### src/hw/wdt_cfg.svh
// offsets, field positions, reset values and counts of the watchdog time-out unit
`ifndef WDT_CFG_SVH
`define WDT_CFG_SVH

// register byte offsets, one aligned word each
`define WDT_OFF_CTRL      4'h0
`define WDT_OFF_PWR       4'h4
`define WDT_OFF_IRQ_STAT  4'h8
`define WDT_OFF_IRQ_MASK  4'hC

// watchdog_control fields
`define WDT_CTRL_EN_BIT   0
`define WDT_CTRL_PS_LSB   1
`define WDT_CTRL_PS_MSB   5
`define WDT_CTRL_RESET    8'h16
`define WDT_PS_RESET      5'h0B

// power_control_status fields
`define WDT_PWR_RST_BIT   0
`define WDT_PWR_EXP_BIT   1
`define WDT_PWR_PD_BIT    2

// interrupt status and mask fields
`define WDT_IRQ_RST_BIT   0
`define WDT_IRQ_WAKE_BIT  1
`define WDT_IRQ_W         2

// prescale: code 0 divides by 2**5, highest legal code 18
`define WDT_PS_BASE_TAP   5'h05
`define WDT_PS_MAX_CODE   5'h12
`define WDT_CNT_W         24

`endif

### src/hw/wdt_pkg.sv
// types shared by the watchdog time-out unit
package wdt_pkg;
  // configuration enable mode
  typedef enum logic [1:0] {
    WDT_MODE_OFF   = 2'b00,
    WDT_MODE_SW    = 2'b01,
    WDT_MODE_AWAKE = 2'b10,
    WDT_MODE_ON    = 2'b11
  } wdt_mode_e;

  // power state of the core as seen by the watchdog
  typedef enum logic [0:0] {
    WDT_PWR_AWAKE = 1'b0,
    WDT_PWR_SLEEP = 1'b1
  } wdt_pwr_e;
endpackage

### src/hw/wdt_sync.sv
// two-flop synchroniser for a level from outside the clock domain
`timescale 1ns/1ps
`default_nettype none
module wdt_sync (
  // clock and reset
  input  wire logic sys_clk,
  input  wire logic rst_n,
  // asynchronous level in, synchronised level out
  input  wire logic async_in,
  output var  logic sync_out
);
  logic meta_q; // first stage, read only by the second

  // ==========================================
  // two stages
  always_ff @(posedge sys_clk) begin
    if (!rst_n) begin
      meta_q   <= 1'b0;
      sync_out <= 1'b0;
    end else begin
      meta_q   <= async_in;
      sync_out <= meta_q;
    end
  end
endmodule // wdt_sync
`default_nettype wire

### src/hw/wdt_top.sv
// watchdog time-out unit: low-frequency counter, clear logic, flags, avalon slave
//
// Summary of operation
// - five-bit prescale, resets to 1:65536 code
// - code 0 is 1:32, each step doubles
// - codes 19..31 give minimum 1:32 interval
// - count cleared on reset, clear, sleep, failure
// - cleared entering sleep, counts, cleared leaving
// - expiry in sleep wakes, sets status flags
// - watchdog reset flag readable in power status
// - oscillator divider change leaves count alone
// - mode 01: software enable bit runs watchdog
// - software enable ignored in modes 1x, 00
// - held cleared: mode 00, 01 off, sleep 10
// - control: 7-6 zero, 5-1 prescale, 0 enable
// - intervals come from low-frequency oscillator ticks
// - cleared on exit sleep, any clock source
// - missed clear within period causes reset
// - mode 11 always on, 10 off asleep
//
// Added by the designer: register access over Avalon-MM and the register addresses.
`timescale 1ns/1ps
`default_nettype none
`include "wdt_cfg.svh"
module wdt_top #(
  parameter int CNT_W = `WDT_CNT_W  // counter width, covers the largest tap
) (
  // clock and reset
  input  wire logic               sys_clk,
  input  wire logic               rst_n,
  // avalon-mm register slave
  input  wire logic [3:0]         avs_address,
  input  wire logic               avs_read,
  input  wire logic               avs_write,
  input  wire logic [31:0]        avs_writedata,
  input  wire logic [3:0]         avs_byteenable,
  output var  logic [31:0]        avs_readdata,
  output logic                    avs_waitrequest,
  // configuration word
  input  wire wdt_pkg::wdt_mode_e config_watchdog_mode,
  // core events, one-cycle pulses
  input  wire logic               clear_watchdog_instruction,
  input  wire logic               sleep_enter,
  input  wire logic               sleep_exit,
  input  wire logic               osc_fail,
  // low-frequency oscillator pin
  input  wire logic               low_freq_internal_osc,
  // watchdog results
  output var  logic               watchdog_reset,
  output var  logic               wake_request,
  output var  logic               watchdog_active,
  output var  logic               expiry_flag,
  output var  logic               powerdown_flag,
  output logic                    irq
);
  import wdt_pkg::*;

  // ==========================================
  // helper functions

  // counter tap for a prescale code
  function automatic logic [4:0] ps_tap(input logic [4:0] code);
    if (code > `WDT_PS_MAX_CODE) begin
      ps_tap = `WDT_PS_BASE_TAP;
    end else begin
      ps_tap = code + `WDT_PS_BASE_TAP;
    end
  endfunction

  // true once the count has reached two to the power tap
  function automatic logic reached(input logic [CNT_W-1:0] cnt,
                                   input logic [4:0]       tap);
    reached = |(cnt >> tap);
  endfunction

  // ==========================================
  // declarations
  logic             lf_sync;       // synchronised oscillator level
  logic             lf_prev_q;     // previous oscillator level
  logic             tick_w;        // one oscillator rising edge
  logic [CNT_W-1:0] cnt_q;         // watchdog count in oscillator ticks
  logic [CNT_W-1:0] cnt_d;         // next count
  logic [4:0]       ps_q;          // prescale select
  logic [4:0]       ps_d;          // next prescale select
  logic             swen_q;        // software enable
  logic             swen_d;        // next software enable
  wdt_pwr_e         pwr_q;         // awake or asleep
  wdt_pwr_e         pwr_d;         // next power state
  logic [4:0]       tap_w;         // selected tap
  logic             active_w;      // watchdog running
  logic             clr_req_w;     // clear event this cycle
  logic             cnt_clr_w;     // count goes to zero
  logic             expire_w;      // time-out this cycle
  logic             exp_awake_w;   // time-out while awake
  logic             exp_sleep_w;   // time-out while asleep
  logic             rst_flag_q;    // watchdog reset indication
  logic             rst_flag_d;    // next reset indication
  logic             exp_flag_d;    // next expiry flag
  logic             pd_flag_d;     // next power-down flag
  logic [`WDT_IRQ_W-1:0] stat_q;   // sticky interrupt status
  logic [`WDT_IRQ_W-1:0] stat_d;   // next status
  logic [`WDT_IRQ_W-1:0] stat_set; // events this cycle
  logic [`WDT_IRQ_W-1:0] mask_q;   // interrupt mask
  logic [`WDT_IRQ_W-1:0] mask_d;   // next mask
  logic             ack_q;         // bus answer cycle
  logic             req_w;         // bus request present
  logic             rd_acc;        // read accepted this edge
  logic             wr_acc;        // low byte write accepted this edge
  logic             sel_ctrl;      // control register hit
  logic             sel_pwr;       // power status hit
  logic             sel_stat;      // interrupt status hit
  logic             sel_mask;      // interrupt mask hit
  logic [31:0]      rd_mux;        // read data before register
  logic [7:0]       ctrl_rd;       // control register image
  logic [7:0]       pwr_rd;        // power status image
  logic             wr_ctrl_w;     // control write strobe
  logic             wr_pwr_w;      // power status write strobe
  logic             wr_mask_w;     // mask write strobe
  logic             rd_stat_w;     // status read strobe

  // ==========================================
  // oscillator crossing

  // the oscillator is far slower than sys_clk, so a plain two-flop
  // level crossing plus an edge detect loses no tick; each tick lands
  // about three system cycles after the pin edge
  // level crosses through two flops before use
  wdt_sync u_lf_sync (
    .sys_clk  (sys_clk),
    .rst_n    (rst_n),
    .async_in (low_freq_internal_osc),
    .sync_out (lf_sync)
  );

  // previous synchronised level for edge detect
  always_ff @(posedge sys_clk) begin
    if (!rst_n) begin
      lf_prev_q <= 1'b0;
    end else begin
      lf_prev_q <= lf_sync;
    end
  end

  // each oscillator rising edge is one count
  assign tick_w = lf_sync & ~lf_prev_q;

  // ==========================================
  // enable decode

  // mode 11 always, 10 only awake, 01 by software, 00 never
  // the software enable only matters in mode 01
  assign active_w =
      (config_watchdog_mode == WDT_MODE_ON) |
      ((config_watchdog_mode == WDT_MODE_AWAKE) & (pwr_q == WDT_PWR_AWAKE)) |
      ((config_watchdog_mode == WDT_MODE_SW) & swen_q);

  // ==========================================
  // power state

  // sleep follows the core, a sleeping time-out wakes it
  // ending sleep here as well keeps the next sleep entry visible
  always_comb begin
    pwr_d = pwr_q;
    case (pwr_q)
      WDT_PWR_AWAKE: begin
        if (sleep_enter) begin
          pwr_d = WDT_PWR_SLEEP;
        end
      end
      WDT_PWR_SLEEP: begin
        if (sleep_exit | exp_sleep_w) begin
          pwr_d = WDT_PWR_AWAKE;
        end
      end
      default: begin
        pwr_d = WDT_PWR_AWAKE;
      end
    endcase
  end

  // ==========================================
  // counter and expiry

  // hazard: a smaller prescale written while the count already sits
  // above the new tap expires on the next cycle; software should clear
  // first, then shrink the interval
  // selected tap from the prescale code
  assign tap_w = ps_tap(ps_q);

  // clear instruction, sleep entry and exit, oscillator failure;
  // a divider change in the clock unit is not a clear source
  assign clr_req_w = clear_watchdog_instruction | sleep_enter |
                     sleep_exit | osc_fail;

  // expiry when the tap is reached and no clear is pending
  assign expire_w    = active_w & reached(cnt_q, tap_w) & ~clr_req_w;
  assign exp_awake_w = expire_w & (pwr_q == WDT_PWR_AWAKE);
  assign exp_sleep_w = expire_w & (pwr_q == WDT_PWR_SLEEP);

  // disabled watchdog holds zero, expiry restarts the count
  assign cnt_clr_w = ~active_w | clr_req_w | expire_w;

  // binary count of oscillator ticks
  always_comb begin
    if (cnt_clr_w) begin
      cnt_d = '0;
    end else if (tick_w) begin
      cnt_d = cnt_q + 1'b1;
    end else begin
      cnt_d = cnt_q;
    end
  end

  // ==========================================
  // status flags

  // these flags are cleared by rst_n like everything else; if software must
  // see them after a watchdog reset, keep this block out of that reset
  // expiry flag: set by time-out, cleared by clear or sleep; set wins
  assign exp_flag_d = expire_w |
      (expiry_flag & ~(clear_watchdog_instruction | sleep_enter));
  // power-down flag: set by sleep entry, cleared by clear; set wins
  assign pd_flag_d  = sleep_enter | (powerdown_flag & ~clear_watchdog_instruction);
  // reset indication: set by time-out, write one to clear; set wins
  assign rst_flag_d = expire_w |
      (rst_flag_q & ~(wr_pwr_w & avs_writedata[`WDT_PWR_RST_BIT]));

  // ==========================================
  // interrupts

  // events: reset issued, wake issued
  assign stat_set[`WDT_IRQ_RST_BIT]  = exp_awake_w;
  assign stat_set[`WDT_IRQ_WAKE_BIT] = exp_sleep_w;
  // a read clears, an event in the same cycle survives
  assign stat_d = stat_set | (stat_q & ~{`WDT_IRQ_W{rd_stat_w}});
  // the mask only gates irq; status bits set whether masked or not
  // level while any unmasked bit is set
  assign irq = |(stat_q & mask_q);

  // ==========================================
  // avalon slave

  // every access answers after one wait cycle
  assign req_w           = avs_read | avs_write;
  assign avs_waitrequest = req_w & ~ack_q;
  assign rd_acc          = avs_read & ack_q;
  assign wr_acc          = avs_write & ack_q & avs_byteenable[0];
  // lanes above lane 0 carry no register bits and are ignored
  // one write strobe per register, taken at the accept edge
  assign wr_ctrl_w = wr_acc & sel_ctrl;
  assign wr_pwr_w  = wr_acc & sel_pwr;
  assign wr_mask_w = wr_acc & sel_mask;
  // status read, clears the sticky bits at the accept edge
  assign rd_stat_w = rd_acc & sel_stat;

  // word decode, others unmapped
  assign sel_ctrl = (avs_address == `WDT_OFF_CTRL);
  assign sel_pwr  = (avs_address == `WDT_OFF_PWR);
  assign sel_stat = (avs_address == `WDT_OFF_IRQ_STAT);
  assign sel_mask = (avs_address == `WDT_OFF_IRQ_MASK);

  // control image, top bits read zero
  assign ctrl_rd = {2'b00, ps_q, swen_q};
  // power status image
  assign pwr_rd  = {5'b0_0000, powerdown_flag, expiry_flag, rst_flag_q};

  // read selection, unmapped reads zero
  assign rd_mux = sel_ctrl ? {24'h00_0000, ctrl_rd} :
                  sel_pwr  ? {24'h00_0000, pwr_rd}  :
                  sel_stat ? {30'h0000_0000, stat_q} :
                  sel_mask ? {30'h0000_0000, mask_q} :
                  32'h0000_0000;

  // control writes: prescale and software enable
  assign ps_d   = wr_ctrl_w ?
                  avs_writedata[`WDT_CTRL_PS_MSB:`WDT_CTRL_PS_LSB] : ps_q;
  assign swen_d = wr_ctrl_w ?
                  avs_writedata[`WDT_CTRL_EN_BIT] : swen_q;
  // mask writes
  assign mask_d = wr_mask_w ? avs_writedata[`WDT_IRQ_W-1:0] : mask_q;

  // bus answer and read data registers
  always_ff @(posedge sys_clk) begin
    if (!rst_n) begin
      ack_q        <= 1'b0;
      avs_readdata <= 32'h0000_0000;
    end else begin
      ack_q <= req_w & ~ack_q;
      if (avs_read & ~ack_q) begin
        avs_readdata <= rd_mux;
      end
    end
  end

  // ==========================================
  // state registers

  // counter, power state and software registers
  always_ff @(posedge sys_clk) begin
    if (!rst_n) begin
      cnt_q  <= '0;
      pwr_q  <= WDT_PWR_AWAKE;
      ps_q   <= `WDT_PS_RESET;
      swen_q <= 1'b0;
      mask_q <= '0;
    end else begin
      cnt_q  <= cnt_d;
      pwr_q  <= pwr_d;
      ps_q   <= ps_d;
      swen_q <= swen_d;
      mask_q <= mask_d;
    end
  end

  // flags and sticky status
  always_ff @(posedge sys_clk) begin
    if (!rst_n) begin
      expiry_flag    <= 1'b0;
      powerdown_flag <= 1'b0;
      rst_flag_q     <= 1'b0;
      stat_q         <= '0;
    end else begin
      expiry_flag    <= exp_flag_d;
      powerdown_flag <= pd_flag_d;
      rst_flag_q     <= rst_flag_d;
      stat_q         <= stat_d;
    end
  end

  // registered result outputs
  // registering gives the core clean one-cycle pulses with no glitches
  always_ff @(posedge sys_clk) begin
    if (!rst_n) begin
      watchdog_reset  <= 1'b0;
      wake_request    <= 1'b0;
      watchdog_active <= 1'b0;
    end else begin
      watchdog_reset  <= exp_awake_w;
      wake_request    <= exp_sleep_w;
      watchdog_active <= active_w;
    end
  end

endmodule // wdt_top
`default_nettype wire

### config.mk
export PLATFORM = sky130hd
export DESIGN_NAME = wdt_top
export DESIGN_NICKNAME = d
export VERILOG_FILES = /design/src/hw/wdt_pkg.sv /design/src/hw/wdt_sync.sv /design/src/hw/wdt_top.sv
export VERILOG_INCLUDE_DIRS = /design/src /design/src/hw
export SDC_FILE = /design/constraint.sdc
export NUM_CORES = 1
export LEC_CHECK = 0
export BUFFER_PORTS_ARGS = -buffer_cell sky130_fd_sc_hd__buf_4
export CELL_PAD_IN_SITES_DETAIL_PLACEMENT = 1
export CELL_PAD_IN_SITES_GLOBAL_PLACEMENT = 1
export CORE_ASPECT_RATIO = 1.75
export CORE_UTILIZATION = 41
export DETAILED_ROUTE_END_ITERATION = 6
export PLACE_DENSITY = 0.85
export SYNTH_ARGS = -nofsm -noshare
export SYNTH_HDL_FRONTEND = slang
export SYNTH_SLANG_ARGS = --single-unit
### constraint.sdc
create_clock -name sys_clk -period 6.9 [get_ports sys_clk]
set_input_delay 0.345 -clock sys_clk [delete_from_list [all_inputs] [get_ports sys_clk]]
set_output_delay 0.345 -clock sys_clk [all_outputs]
set_load 0.02 [all_outputs]
==> After elaboration in Yosys (flattened, before gate mapping) <==
Cells that the tools add are included.
{ "totals": {"reg_bits": 77, "input_bits": 51, "word_cells": 84} }
{ "op_classes": {"add_sub_neg": 2, "muxes": 8, "n_bitwise": 45, "n_lt_le_gt_ge": 1, "eq_ne": 6, "shift": 1, "n_reduce_logical": 4} }
{ "op_table": {"columns": ["cell", "count"], "rows": [
  ["24-bit by 1-bit adder with 24-bit output, second input constant", 1],
  ["24-bit OR reduction", 1],
  ["24-bit by 5-bit right shift with 24-bit output", 1],
  ["1-bit bitwise AND", 20],
  ["1-bit bitwise OR", 12],
  ["1-bit NOT", 9],
  ["4-bit == test, second input constant", 2],
  ["6-bit 2-to-1 mux", 1],
  ["5-bit by 3-bit adder with 5-bit output, second input constant", 1],
  ["5-bit > comparator, second input constant", 1],
  ["5-bit 2-to-1 mux", 1],
  ["2-bit bitwise AND", 2],
  ["2-bit == test, second input constant", 2],
  ["4-bit by 3-bit == test with 1-bit output, second input constant", 1],
  ["4-bit logical NOT", 1],
  ["2-bit 2-to-1 mux", 2],
  ["2-bit OR reduction", 2],
  ["3-bit 2-to-1 mux", 1],
  ["2-bit by 1-bit == test with 1-bit output, second input constant", 1],
  ["1-bit 2-to-1 mux", 2],
  ["2-bit NOT", 1],
  ["2-bit bitwise OR", 1],
  ["1-bit case mux with 2 select lines", 1]
]} }

==> Logic depth before layout (Yosys ltp) <==
{ "depth": {"word_depth": 10, "mapped_depth": 14, "ltp_nobuf": 10} }

==> Cells and area by module <==
Synthesis repeated with hierarchy kept, for this count alone.
{ "unflattened": {"cells_unflattened": 333, "hier_area_um2": 2934.1} }
{ "by_module_without_submodules": {"columns": ["mod", "cells_per_inst", "area_per_inst_um2", "seq_area_each_um2", "n_inst"], "rows": [
  ["wdt_top", 329, 2881.5, 980.9, 1],
  ["wdt_sync", 4, 52.6, 40.0, 1]
]} }

==> Least setup slack after synthesis <==
No wires, ideal clock.
{ "synth_path": {"kind": "register to register", "startpoint": "register ps_q[0]", "endpoint": "register cnt_q[4]", "slack_ps": 4284, "synth_period_minus_slack_ps": 2616, "stages_incl_launch_ff": 14, "arrival_ps": 2553, "setup_time_ps": 62, "cell_sequence": "dfxtp_1 buf_6 inv_1 ha_1 nand2b_1 buf_2 a21o_4 buf_6 a311o_1 a221oi_2 o2111a_2 o21bai_4 buf_6 nor2_2"} }
{ "synth_between": {"elab_chain_cells": 8} }
{ "synth_lines": {"columns": ["element", "line_no", "text"], "rows": [
  ["start, declared", "wdt_top.sv:83", "logic [4:0] ps_q;"],
  ["start signal, assigned", "wdt_top.sv:303", "ps_q <= `WDT_PS_RESET;"],
  ["start signal, assigned", "wdt_top.sv:309", "ps_q <= ps_d;"],
  ["5-bit by 3-bit adder with 5-bit output (no line) or 5-bit > comparator (tied branches)", null, null],
  ["5-bit 2-to-1 mux *", "wdt_top.sv:63", "if (code > `WDT_PS_MAX_CODE) begin"],
  ["24-bit by 5-bit right shift with 24-bit output *", "wdt_top.sv:73", "reached = |(cnt >> tap);"],
  ["24-bit OR reduction *", "wdt_top.sv:73", null],
  ["1-bit bitwise AND * (2 in a row)", "wdt_top.sv:196", "assign expire_w = active_w & reached(cnt_q, tap_w) & ~clr_req_w;"],
  ["1-bit bitwise OR *", "wdt_top.sv:201", "assign cnt_clr_w = ~active_w | clr_req_w | expire_w;"],
  ["2-bit OR reduction (no line) *", null, null],
  ["end signal, assigned", "wdt_top.sv:307", "cnt_q <= cnt_d;"],
  ["end, declared", "wdt_top.sv:81", "logic [CNT_W-1:0] cnt_q;"]
]} }
Every way passes the cells marked *; elsewhere a longest branch is shown, timed or not.
A chain may end at the register's enable or synchronous reset.

==> Final worst setup path <==
{ "layout_path": {"startpoint": "register ps_q[0]", "endpoint": "register cnt_q[23]"} }
Same word-level chain as after synthesis.

==> impl_metrics.tcl <==
set metrics [dict create \
    area.growth.synth_to_final_pct 10.4 \
    hold_viol 0 \
    crit_arrival_ns 4.29 \
    initial_core_util_pct 42.0 \
    synth_cell_types 61 \
    whs_ns 0.248 \
    synth_flop_cell "dfxtp_1" \
    fin_ws_ns 2.76 \
    cts_buffer_depth 2 \
    cts_hold_buf 0 \
    track_usage_pct 21.7 \
    h-tree-depth 2 \
    antenna_found_initial 0 \
    hold_class "in2reg" \
    synth.avg_cell_area_um2 8.67 \
    end_kind "register" \
    grt_pass1_wl_um 12700 \
    fin_skew_ns 0.00761 \
    place_area_um2 3180 \
    vias_per_cell 5.46 \
    tightestPinTransition_ns 0.864 \
    worstHoldPathCells 2 \
    leakagePower_nw 1.19 \
    min_from "low_freq_internal_osc" \
    dieArea_um2 7720 \
    firstDrtPassIters 4 \
    reg2reg_from "ps_q[0]" \
    dp_slack_ns 2.79 \
    syn_inst 348 \
    design_area_um2 3330 \
    cts_num_sinks 51 \
    ir_drop_mv 0.181 \
    maxSlewHeadroom_pct 42.3 \
    synth_area_leaders "dfxtp_1 (34%), buf_4 (6.5%), nor2_2 (4.4%), xor2_1 (4.1%), nor2_1 (3.5%)" \
    dp.cells 449 \
    clkTransAtPathRegs_ns 0.07 \
    reg2reg_to "cnt_q[23]" \
    fin_nets 424 \
    hold_end "u_lf_sync.meta_q" \
    rrSetupSlack_ns 2.76 \
    synth_top_cell_by_area "dfxtp_1" \
    setup_violations 0 \
    grt_pass1_vias 2690 \
    cts_made_buffers 5 \
    portBuffers 34 \
    final_util_pct 46.4 \
    fmax_mhz 241 \
    synth_area_um2 3020 \
    layout.cells.non_filler 457 \
    grt-ovfl-total 0 \
    die_h_um 115 \
    antenna_cells 0 \
    crit_path_start_kind "register" \
    hpwlAfterDp_um 5690 \
    status "completed" \
    synth.most_common_cell "dfxtp_1" \
    drtAntennaViolNets 0 \
    critPathRequiredTime_ns 7.05 \
    finalSetupTns_ns 0 \
    path_cells "inv_1 -> ha_1 -> nand2b_1 -> a21oi_2 -> nor2_2 -> o41ai_2 -> a221oi_1 -> o2111a_2 -> o21bai_4 -> nor2_1" \
    postCtsSetupBuffers 0 \
    reg2reg_depth 10 \
    drt_iter0_markers 67 \
    wl_per_cell_um 16.3 \
    cts-root-buf "clkbuf_16" \
    ys_ff_latch 51 \
    post_cts_resized 0 \
    clk_latency_ns 0.30 \
    synth_common_cells "dfxtp_1 (51), nor2_1 (28), buf_4 (26)" \
    worstSetupPathType "reg2reg" \
    cp_slowest_cell "dfxtp_1" \
    cts_tree "yes" \
    total_power_mw 0.606 \
    drive_gt1_share_pct 21.3 \
    drv_cap 0 \
    min_period_ns 4.14 \
    rows 41 \
    cp_slowest_stage_delay_ns 0.89 \
    grt_max_degree 27 \
    finalCritPeriodShare_pct 60.0 \
    worstPathMaxFanout 26 \
    power.density_nw_per_um2 182 \
    slew_violations 0 \
    rsz0062_at_grt "no" \
    io_pins 90 \
    vias 2497 \
    fp.dieW_um 66.8 \
    gp_congestion 0.855 \
    async_flop_share_pct 0 \
    wirelength_um 7470 \
    coreArea_um2 7180 \
    yosys.area.top_type_share_pct 33.8 \
    yosys_warnings 0 \
    drcViolationCount 0 \
    synth_edf_count 0 \
    ys_seq_area_share_pct 33.8 \
]
## metal layers
metal | GRT usage (%) | vias to the layer above | wire length, um
met2 | 42.2 | 66 | 4330
met1 | 20.3 | 1210 | 2530
met3 | 3.44 | 19 | 259
met5 | 0 | - | 0
li1 | - | 1202 | -
met4 | 12.5 | 0 | 344
## state kept, by name, indices dropped and copies added (netlist names)
| register | count |
|---|---|
| rst_flag_q | 1 |
| watchdog_active | 1 |
| lf_prev_q | 1 |
| stat_q | 2 |
| expiry_flag | 1 |
| watchdog_reset | 1 |
| cnt_q | 24 |
| ack_q | 1 |
| ps_q | 5 |
| wake_request | 1 |
| mask_q | 2 |
| powerdown_flag | 1 |
| swen_q | 1 |
| avs_readdata | 6 |
| u_lf_sync.meta_q | 1 |
| u_lf_sync.sync_out | 1 |
| pwr_q | 1 |
## how the worst max path moves through the flow
stage | slack (ns) | start | end
2_1_floorplan | 4.28 | ps_q[0] | cnt_q[4]
3_3_place_gp | 2.86 | ps_q[0] | cnt_q[23]
3_5_place_dp | 2.79 | ps_q[0] | cnt_q[23]
4_1_cts | 2.77 | ps_q[0] | cnt_q[23]
5_1_grt | 2.38 | ps_q[0] | cnt_q[23]
6_report | 2.76 | ps_q[0] | cnt_q[23]
## layout by cell type (no fill, tap or decap), types with 3 or more instances in the layout
| cell | n |
|---|---|
| a211oi_1 | 3 |
| a21oi_1 | 8 |
| a22oi_1 | 5 |
| and2_1 | 8 |
| and3_1 | 5 |
| and4_1 | 3 |
| buf_4 | 34 |
| clkbuf_16 | 5 |
| conb_1 | 26 |
| dfxtp_1 | 51 |
| ha_1 | 3 |
| inv_1 | 11 |
| mux2i_1 | 9 |
| nand2_1 | 19 |
| nand3_1 | 12 |
| nand4_1 | 8 |
| nor2_1 | 28 |
| nor2_2 | 21 |
| nor2b_1 | 14 |
| nor3_1 | 8 |
| nor4_1 | 3 |
| o211ai_1 | 3 |
| o21a_1 | 3 |
| o21ai_0 | 10 |
| xnor2_1 | 11 |
| xor2_1 | 14 |
## report_power, final
group	switching, mW	internal [mW]
Sequential	0.00228	0.297
Combinational	0.0300	0.0171
Clock	0.121	0.140
## final cells by class
cell class	count	area, um^2
fill	908	3850
multi-input combinational	267	1750
sequential	51	1020
timing repair buffer	34	255
clock buffer	5	125
tap	86	108
inverter	11	41.3
clock inverter	3	28.8
## kinds of logic after synthesis
kind of cell               Yosys count  synth area share [%]
buffers and inverters               55                  11.2
DFF                                 51                  33.8
and+or+nand+nor                    141                  25.4
muxes                               14                  5.60
AOI/OAI and AO/OA                   58                  15.3
adders and majority gates            3                  1.24
other                                1                 0.124
xor gates and xnor gates            25                  7.26
## critical path, delay by kind of cell, from the launching register on
family / cells / cell delay [ns]
adder cells (fa/ha/maj): 1 / 0.32
flip-flops: 1 / 0.89
AO/OA/AOI/OAI: 5 / 1.89
buffers and inverters: 1 / 0.39
AND/OR/NAND/NOR: 3 / 0.49
No activity file was read; power rests on OpenSTA's default activity.
